**src/pll_profile_pkg.sv**
```systemverilog
// Purpose: constants and types for the first reference profile bank
// Assumes: axi4-lite slave, one byte register per aligned word
// Notes:   byte address is four times the register index
package pll_profile_pkg;

  localparam int          ADDR_W       = 16;
  localparam int          NUM_REGS     = 13;
  // register indices; byte address is index times four
  localparam logic [13:0] PRIO_IDX     = 14'h0440;
  localparam logic [13:0] BW_LOW_IDX   = 14'h0441;
  localparam logic [13:0] BW_MID_IDX   = 14'h0442;
  localparam logic [13:0] BW_HIGH_IDX  = 14'h0443;
  localparam logic [13:0] DIV_LOW_IDX  = 14'h0444;
  localparam logic [13:0] DIV_MID_IDX  = 14'h0445;
  localparam logic [13:0] DIV_HIGH_IDX = 14'h0446;
  localparam logic [13:0] NUM_LOW_IDX  = 14'h0447;
  localparam logic [13:0] NUM_MID_IDX  = 14'h0448;
  localparam logic [13:0] NUM_HIGH_IDX = 14'h0449;
  localparam logic [13:0] MOD_LOW_IDX  = 14'h044a;
  localparam logic [13:0] MOD_MID_IDX  = 14'h044b;
  localparam logic [13:0] MOD_HIGH_IDX = 14'h044c;
  // field positions
  localparam int          ENABLE_BIT   = 0;
  localparam int          PRIO_LSB     = 1;
  localparam int          BW16_BIT     = 0;
  localparam int          FILTER_BIT   = 1;
  // reset value and writable bits per slot
  localparam logic [7:0]  REG_RESET    = 8'h00;
  localparam logic [7:0]  REG_MASK [NUM_REGS] = '{
    8'h07, 8'hff, 8'hff, 8'h03, 8'hff, 8'hff, 8'h03,
    8'hff, 8'hff, 8'hff, 8'hff, 8'hff, 8'hff};
  // axi responses
  localparam logic [1:0]  RESP_OKAY    = 2'h0;
  localparam logic [1:0]  RESP_SLVERR  = 2'h2;

  typedef enum logic [1:0] {
    CH_IDLE = 2'b01,
    CH_RESP = 2'b10
  } chan_state_t;

  typedef struct packed {
    logic        ref_enable;
    logic [1:0]  ref_priority;
    logic [16:0] loop_bw_scale;
    logic        high_margin;
    logic [17:0] int_div_m1;
    logic [18:0] fb_int_ratio;
    logic [23:0] frac_num;
    logic [23:0] frac_mod;
    logic        frac_enable;
  } profile_t;

endpackage : pll_profile_pkg

```
**src/pll_ref_profile_regs.sv**
```systemverilog
// Purpose: register bank for the pll channel zero first reference profile
// Assumes: axi4-lite master, one write and one read outstanding at most
// Notes:   profile outputs are registered one cycle behind the bank
// Operation
// - priority field bits 2:1, 00 highest, up to level 3.
// - bit 0 enables locking to the first reference; 0 forbids it.
// - 17-bit bandwidth scale, 0.1 Hz units, bit 16 in third byte.
// - third byte bit 1 selects normal or high phase margin filter.
// - 18-bit integer divider stored minus one; zero divides by one.
// - 24-bit numerator, three bytes, least significant byte first.
// - 24-bit modulus, three bytes, least significant byte first.
// - zero modulus disables and bypasses the fractional divider.
// - all fields reset to zero.
`timescale 1ns/10ps
module pll_ref_profile_regs (
  // clock and reset
  input  wire logic                  core_clk_in,
  input  wire logic                  rst_in,
  // axi4-lite write address
  input  wire logic [15:0]           awaddr_in,
  input  wire logic                  awvalid_in,
  output logic                       awready_out,
  // axi4-lite write data
  input  wire logic [31:0]           wdata_in,
  input  wire logic [3:0]            wstrb_in,
  input  wire logic                  wvalid_in,
  output logic                       wready_out,
  // axi4-lite write response
  output logic [1:0]                 bresp_out,
  output logic                       bvalid_out,
  input  wire logic                  bready_in,
  // axi4-lite read address
  input  wire logic [15:0]           araddr_in,
  input  wire logic                  arvalid_in,
  output logic                       arready_out,
  // axi4-lite read data
  output logic [31:0]                rdata_out,
  output logic [1:0]                 rresp_out,
  output logic                       rvalid_out,
  input  wire logic                  rready_in,
  // profile to the pll core
  output pll_profile_pkg::profile_t  profile_out
);

  // address to slot decode, used by both channels
  function automatic logic [4:0] slot_of(input logic [15:0] addr);
    logic [13:0] idx;
    logic [13:0] off;
    idx = addr[15:2];
    off = idx - pll_profile_pkg::PRIO_IDX;
    if (addr[1:0] != 2'h0) begin
      slot_of = 5'h10;
    end else if (idx < pll_profile_pkg::PRIO_IDX) begin
      slot_of = 5'h10;
    end else if (idx > pll_profile_pkg::MOD_HIGH_IDX) begin
      slot_of = 5'h10;
    end else begin
      slot_of = {1'b0, off[3:0]};
    end
  endfunction : slot_of

  logic [7:0]  bank_r [pll_profile_pkg::NUM_REGS];
  logic        aw_held_r;
  logic [15:0] awaddr_r;
  logic        w_held_r;
  logic [7:0]  wbyte_r;
  logic        wlane0_r;
  pll_profile_pkg::chan_state_t wr_state_r;
  pll_profile_pkg::chan_state_t rd_state_r;
  logic [1:0]  bresp_r;
  logic [31:0] rdata_r;
  logic [1:0]  rresp_r;
  pll_profile_pkg::profile_t profile_r;
  pll_profile_pkg::profile_t profile_nxt;

  wire         wr_fire  = aw_held_r && w_held_r &&
                          (wr_state_r == pll_profile_pkg::CH_IDLE);
  wire  [4:0]  wr_slot  = slot_of(awaddr_r);
  wire         wr_hit   = !wr_slot[4];
  wire         ar_fire  = arvalid_in && arready_out;
  wire  [4:0]  rd_slot  = slot_of(araddr_in);
  wire         rd_hit   = !rd_slot[4];
  wire  [23:0] mod_word = {bank_r[12], bank_r[11], bank_r[10]};
  wire  [17:0] div_m1   = {bank_r[6][1:0], bank_r[5], bank_r[4]};

  assign awready_out = !aw_held_r;
  assign wready_out  = !w_held_r;
  assign bvalid_out  = (wr_state_r == pll_profile_pkg::CH_RESP);
  assign bresp_out   = bresp_r;
  assign arready_out = (rd_state_r == pll_profile_pkg::CH_IDLE);
  assign rvalid_out  = (rd_state_r == pll_profile_pkg::CH_RESP);
  assign rdata_out   = rdata_r;
  assign rresp_out   = rresp_r;
  assign profile_out = profile_r;

  // write address and data are caught in either order
  always_ff @(posedge core_clk_in) begin
    if (rst_in) begin
      aw_held_r <= 1'b0;
      awaddr_r  <= 16'h0000;
      w_held_r  <= 1'b0;
      wbyte_r   <= 8'h00;
      wlane0_r  <= 1'b0;
    end else begin
      if (awvalid_in && awready_out) begin
        aw_held_r <= 1'b1;
        awaddr_r  <= awaddr_in;
      end else if (wr_fire) begin
        aw_held_r <= 1'b0;
      end
      if (wvalid_in && wready_out) begin
        w_held_r <= 1'b1;
        wbyte_r  <= wdata_in[7:0];
        wlane0_r <= wstrb_in[0];
      end else if (wr_fire) begin
        w_held_r <= 1'b0;
      end
    end
  end

  // write response channel
  always_ff @(posedge core_clk_in) begin
    if (rst_in) begin
      wr_state_r <= pll_profile_pkg::CH_IDLE;
      bresp_r    <= pll_profile_pkg::RESP_OKAY;
    end else begin
      case (wr_state_r)
        pll_profile_pkg::CH_IDLE: begin
          if (wr_fire) begin
            wr_state_r <= pll_profile_pkg::CH_RESP;
            bresp_r    <= wr_hit ? pll_profile_pkg::RESP_OKAY
                                 : pll_profile_pkg::RESP_SLVERR;
          end
        end
        pll_profile_pkg::CH_RESP: begin
          if (bready_in) begin
            wr_state_r <= pll_profile_pkg::CH_IDLE;
          end
        end
        default: begin
          wr_state_r <= pll_profile_pkg::CH_IDLE;
        end
      endcase
    end
  end

  // one byte register per slot, reserved bits masked off
  for (genvar i = 0; i < pll_profile_pkg::NUM_REGS; i++) begin : g_bank
    wire wr_this = wr_fire && wr_hit && wlane0_r &&
                   (wr_slot[3:0] == 4'(i));
    always_ff @(posedge core_clk_in) begin
      if (rst_in) begin
        bank_r[i] <= pll_profile_pkg::REG_RESET;
      end else if (wr_this) begin
        bank_r[i] <= wbyte_r & pll_profile_pkg::REG_MASK[i];
      end
    end
  end

  // read channel, unmapped reads answer slverr with zero data
  always_ff @(posedge core_clk_in) begin
    if (rst_in) begin
      rd_state_r <= pll_profile_pkg::CH_IDLE;
      rdata_r    <= 32'h0000_0000;
      rresp_r    <= pll_profile_pkg::RESP_OKAY;
    end else begin
      case (rd_state_r)
        pll_profile_pkg::CH_IDLE: begin
          if (ar_fire) begin
            rd_state_r <= pll_profile_pkg::CH_RESP;
            rdata_r    <= rd_hit ? {24'h00_0000, bank_r[rd_slot[3:0]]}
                                 : 32'h0000_0000;
            rresp_r    <= rd_hit ? pll_profile_pkg::RESP_OKAY
                                 : pll_profile_pkg::RESP_SLVERR;
          end
        end
        pll_profile_pkg::CH_RESP: begin
          if (rready_in) begin
            rd_state_r <= pll_profile_pkg::CH_IDLE;
          end
        end
        default: begin
          rd_state_r <= pll_profile_pkg::CH_IDLE;
        end
      endcase
    end
  end

  // profile fields assembled from the bank
  always_comb begin
    profile_nxt = '0;
    profile_nxt.ref_enable    =
      bank_r[0][pll_profile_pkg::ENABLE_BIT];
    profile_nxt.ref_priority  =
      bank_r[0][pll_profile_pkg::PRIO_LSB +: 2];
    profile_nxt.loop_bw_scale = {bank_r[3][pll_profile_pkg::BW16_BIT],
                                 bank_r[2], bank_r[1]};
    profile_nxt.high_margin   =
      bank_r[3][pll_profile_pkg::FILTER_BIT];
    profile_nxt.int_div_m1    = div_m1;
    profile_nxt.fb_int_ratio  = {1'b0, div_m1} + 19'h00001;
    profile_nxt.frac_num      = {bank_r[9], bank_r[8], bank_r[7]};
    profile_nxt.frac_mod      = mod_word;
    profile_nxt.frac_enable   = (mod_word != 24'h00_0000);
  end

  always_ff @(posedge core_clk_in) begin
    if (rst_in) begin
      profile_r <= '0;
    end else begin
      profile_r <= profile_nxt;
    end
  end
endmodule : pll_ref_profile_regs

```
**config.mk**
```make
export PLATFORM = sky130hd
export DESIGN_NAME = pll_ref_profile_regs
export DESIGN_NICKNAME = d
export VERILOG_FILES = /design/src/pll_profile_pkg.sv /design/src/pll_ref_profile_regs.sv
export SDC_FILE = /design/constraint.sdc
export NUM_CORES = 1
export LEC_CHECK = 0
export BUFFER_PORTS_ARGS = -buffer_cell sky130_fd_sc_hd__buf_2
export CAP_MARGIN = 20
export CORE_ASPECT_RATIO = 1.75
export CORE_MARGIN = 2
export CORE_UTILIZATION = 44
export DETAILED_ROUTE_END_ITERATION = 12
export PLACE_DENSITY = 0.76
export SYNTH_ARGS = -nofsm -noshare
export SYNTH_HDL_FRONTEND = slang
export SYNTH_SLANG_ARGS = --single-unit
```
**constraint.sdc**
```tcl
create_clock -name core_clk_in -period 2.4 [get_ports core_clk_in]
set_input_delay 0.48 -clock core_clk_in [delete_from_list [all_inputs] [get_ports core_clk_in]]
set_output_delay 0.48 -clock core_clk_in [all_outputs]
set_load 0.02 [all_outputs]
```
# Word level (Yosys, flattened, before mapping)
# Memories as Yosys holds them, arrays and structs flattened. A register that Yosys moved wholly into a read port is not among the register bits.
# Cells that the tools add are included.
classes:
  magnitude_cmp: 4
  n_eq_ne: 20
  n_bitwise: 13
  muxes: 72
  n_reduce_logical: 33
  addsub: 3
op_table:
  columns: ["operator", "n"]
  rows:
  - ["$mux W8", 14]
  - ["$mux W1", 44]
  - ["$mux W5", 6]
  - ["$gt A14 B11 Y1 const B", 2]
  - ["$lt A14 B11 Y1 const B", 2]
  - ["$reduce_bool A24 Y1", 1]
  - ["$eq A4 B4 Y1 const B", 5]
  - ["$logic_and A1 B1 Y1", 20]
  - ["$add A18 B1 Y19 const B", 1]
  - ["$eq A4 B3 Y1 const B", 4]
  - ["$or A1 B1 Y1", 13]
  - ["$mux W2", 6]
  - ["$eq A4 B2 Y1 const B", 2]
  - ["$pmux W2 S2", 2]
  - ["$reduce_and A2 Y1", 4]
  - ["$reduce_bool A2 Y1", 4]
  - ["$sub A4 B1 Y4 const B", 2]
  - ["$ne A2 B1 Y1 const B", 3]
  - ["$eq A2 B1 Y1 const B", 2]
  - ["$eq A2 B2 Y1 const B", 2]
  - ["$eq A4 B1 Y1 const B", 1]
  - ["$logic_not A4 Y1", 1]
  - ["$logic_not A1 Y1", 3]
  - ["$ne A2 B2 Y1 const B", 1]
word_totals:
  regBits: 129
  ramBits: 104
  wordCells: 160
  out_inout_bits: 148
  memories: 1
  inputBits: 75
mem_list:
  columns: ["name", "depth", "width", "rd", "rd_clocked_by_memory_dff", "write_ports", "line_no", "source"]
  rows:
  - ["bank_r", 13, 8, 14, 7, 13, "pll_ref_profile_regs.sv:62", "logic [7:0] bank_r [pll_profile_pkg::NUM_REGS];"]

# Logic depth before layout (Yosys ltp)
logic_depth:
  depth_word: 12
  mapped_depth: 7

# Least setup slack after synthesis
# Ideal clock, no wire load.
synth_path:
  path_type: "reg-to-reg"
  from: "reg awaddr_r[14]"
  to: "mem bank_r[2][0] (enable)"
  setup_ps: 398
  synth_period_minus_slack_ps: 2538
  path_slack_ps: -138
  n_path_buf: 1
  t_required_ps: 2002
  t_arrival_ps: 2140
  path_stages_with_launch: 6
  path_cell_list: "dfxtp_1 -> nor4_4 -> and4_2 -> buf_2 -> nand2_1 -> o41ai_1"
synth_lines:
  columns: ["item", "line_no", "source"]
  rows:
  - ["from (decl)", "pll_ref_profile_regs.sv:64", "logic [15:0] awaddr_r;"]
  - ["from (signal assigned)", "pll_ref_profile_regs.sv:107", "awaddr_r <= awaddr_in;"]
  - ["to (decl)", "pll_ref_profile_regs.sv:62", null]

==> impl_metrics.tcl <==
set metrics [dict create \
    drv_cap 0 \
    grt_pass1_wl_mm 33.5 \
    powerDensity_nw_per_um2 752 \
    drive_above_1_share_pct 25.1 \
    critical_path_class "flip-flop to flip-flop" \
    ys_seq_area_share_pct 59.4 \
    path_cells "nor4_4, nand4_4, or4_4, nor3_4, and2_1" \
    max_slew_margin_pct 44.8 \
    cts_root_buffer "clkbuf_16" \
    end_kind "flip-flop" \
    post_cts.repair.setup_buffers 0 \
    clk_transition_reported_paths_ns 0.06 \
    wirelength_mm 22.0 \
    dr_total_vias 6516 \
    fp.dieW_um 114 \
    slowest_stage "or4_4" \
    total_power_w 0.00831 \
    hold_violations 0 \
    fmax_ghz 0.462 \
    hold_buffers 0 \
    dp_hpwl_mm 16.2 \
    gp_congestion 0.929 \
    track_usage_pct 19.1 \
    clock-skew-final_ns 0.0165 \
    drv_slew 0 \
    fin_setup_tns_ns 0 \
    yosys.cell_types.count 60 \
    crit_family "simple AND/OR/NAND/NOR gates" \
    area_delta_synth_final_pct 17.8 \
    avgSynthCellArea_um2 11.0 \
    start_util_pct 44.9 \
    drt_pass1_iterations 5 \
    synth-warning-count 0 \
    dieHeight_um 197 \
    outcome "finished clean" \
    io_pins 223 \
    antenna_left 0 \
    fin_crit_ns 2.17 \
    netlist_area_um2 9390 \
    wl_per_cell_um 17.2 \
    core_area_um2 20900 \
    cp.arrival_ns 2.53 \
    fillCellCount 1817 \
    cts_num_sinks 235 \
    final_common_cell "buf_2" \
    mostFrequentLayoutCells "168 x buf_2, 148 x dfxtp_1, 97 x nand2_1" \
    grt_pass1_vias 6293 \
    hold_class "input pin to flip-flop" \
    synth_edf_count 87 \
    ctsResizeCount 0 \
    num_antenna_cells 0 \
    grt_antenna_before_repair 0 \
    placement_rows 70 \
    rsz0062_at_grt "no" \
    insertion_delay_ns 0.51 \
    io_buffer_count 169 \
    placedCellCount 1240 \
    ir_worst_vdd_mv 0.505 \
    slowest_delay_ns 0.60 \
    cts_buffers 22 \
    setup_violations 0 \
    synth_top_family_by_area "simple AND/OR/NAND/NOR gates" \
    synthCells 850 \
    startpoint_type "flip-flop" \
    synth-adder-area-share_pct 0.133 \
    viasPerCell 5.09 \
    gr-total-overflow 0 \
    synth-simple-area-share_pct 23.9 \
    dr.first_iter.drc_count 432 \
    worst-path-max-fanout 8 \
    cts_buffer_depth 3 \
    synth-compound-area-share_pct 7.34 \
    fin_crit_sh_pct 90.3 \
    leakagePower_nw 4.62 \
    h-tree-depth 1 \
    synth_ff_type "dfxtp_1" \
    fin_nets 1088 \
    synthArstFlopShare_pct 0 \
    tightestPinTransition_ns 0.828 \
    drc 0 \
    dieArea_um2 22600 \
    synth-xor-area-share_pct 1.12 \
    ys_seq_elements 235 \
    setup_slack_ns 0.233 \
    cp_num_buf_inv 0 \
    post-place-ws_ns 0.209 \
    grt_max_degree 85 \
    synthMuxAreaShare_pct 3.10 \
    critPathRequiredTime_ns 2.76 \
    layoutNonFillerInstCount 1279 \
    cts_tree "built" \
]
## power by group
group	internal [W]	switching, W
clock network	0.00188	0.00146
logic	0.000209	0.000390
registers	0.00426	0.000120
total	0.00635	0.00197
## final cells by class
cell class	count	area (um^2)	share of cell area, %
sequential	235	5580	50.4
multi-input combinational	554	3440	31.1
timing repair buffer	189	998	9.03
clock buffer	28	594	5.37
tap	252	315	2.85
clock inverter	11	95.1	0.860
inverter	10	37.5	0.339
## cell usage after synthesis (3+ instances only)
cell type | n | area (um^2)
a211o_1 | 3 | 26.3
a211oi_1 | 12 | 90.1
a21o_1 | 4 | 30.0
a21oi_1 | 43 | 215
a221oi_1 | 8 | 70.1
a22oi_1 | 10 | 75.1
and2_1 | 82 | 513
and3_1 | 4 | 25.0
and4_1 | 4 | 35.0
buf_1 | 6 | 22.5
buf_2 | 5 | 25.0
buf_4 | 26 | 195
clkbuf_1 | 34 | 128
clkbuf_8 | 3 | 41.3
dfxtp_1 | 148 | 2960
edfxtp_1 | 87 | 2610
inv_1 | 10 | 37.5
mux2_2 | 9 | 101
mux2i_1 | 10 | 100
mux4_2 | 4 | 90.1
nand2_1 | 97 | 364
nand2b_1 | 5 | 31.3
nand3_1 | 9 | 45.0
nand4_1 | 6 | 37.5
nor2_1 | 40 | 150
nor2_4 | 3 | 33.8
nor2b_1 | 91 | 569
nor3_1 | 6 | 30.0
nor3_2 | 3 | 30.0
nor4_1 | 8 | 50.1
nor4_4 | 3 | 63.8
nor4b_4 | 3 | 71.3
o211ai_1 | 5 | 37.5
o21ai_0 | 14 | 70.1
or3_1 | 4 | 25.0
xnor2_1 | 4 | 35.0
xor2_1 | 8 | 70.1
## sequential cells by signal (all words and copies together) (netlist names)
signal       cells
awaddr_r        16
rd_state_r       2
aw_held_r        1
profile_out    107
bresp_out        1
wbyte_r          8
w_held_r         1
wlane0_r         1
wr_state_r       2
rresp_out        1
rdata_out        8
bank_r          87
## logic make-up (layout without fill, tap and decap cells)
kind of cell	count (synthesis)	count (layout)
mux	23	23
xor+xnor	12	12
fa+ha+maj	1	1
flops	235	235
compound gates	108	108
other cells	1	26
simple gates	384	384
buf+inv	86	238
## through the flow
stage | hold WS [ns] | util [%] | area [um^2]
after floorplan | 0.432 | - | 9490
after global placement | 0.438 | 49.5 | 10400
after detailed placement | 0.447 | 49.5 | 10400
after CTS | 0.189 | 52.8 | 11100
after global routing | 0.202 | 52.8 | 11100
final | 0.205 | 52.8 | 11100
## per-layer routing
metal  wire length, um  GRT usage, %  vias up
li1                  -             -     3174
met1              8350          21.7     3025
met2             11300          33.7      251
met3              1110          2.42       66
met4              1250          11.4        0
met5                 0             0        -
## worst paths after layout
check                     from      endpoint  slack, ns  cells past startpoint
setup / recovery  awaddr_r[14]  bank_r[8][7]       0.23                      5
hold / removal      awvalid_in     aw_held_r       0.20                      2
setup reg to reg  awaddr_r[14]  bank_r[8][7]       0.23                      5
hold reg to reg    awaddr_r[7]   awaddr_r[7]       0.46                      2
No activity file was read; power rests on OpenSTA's default activity.
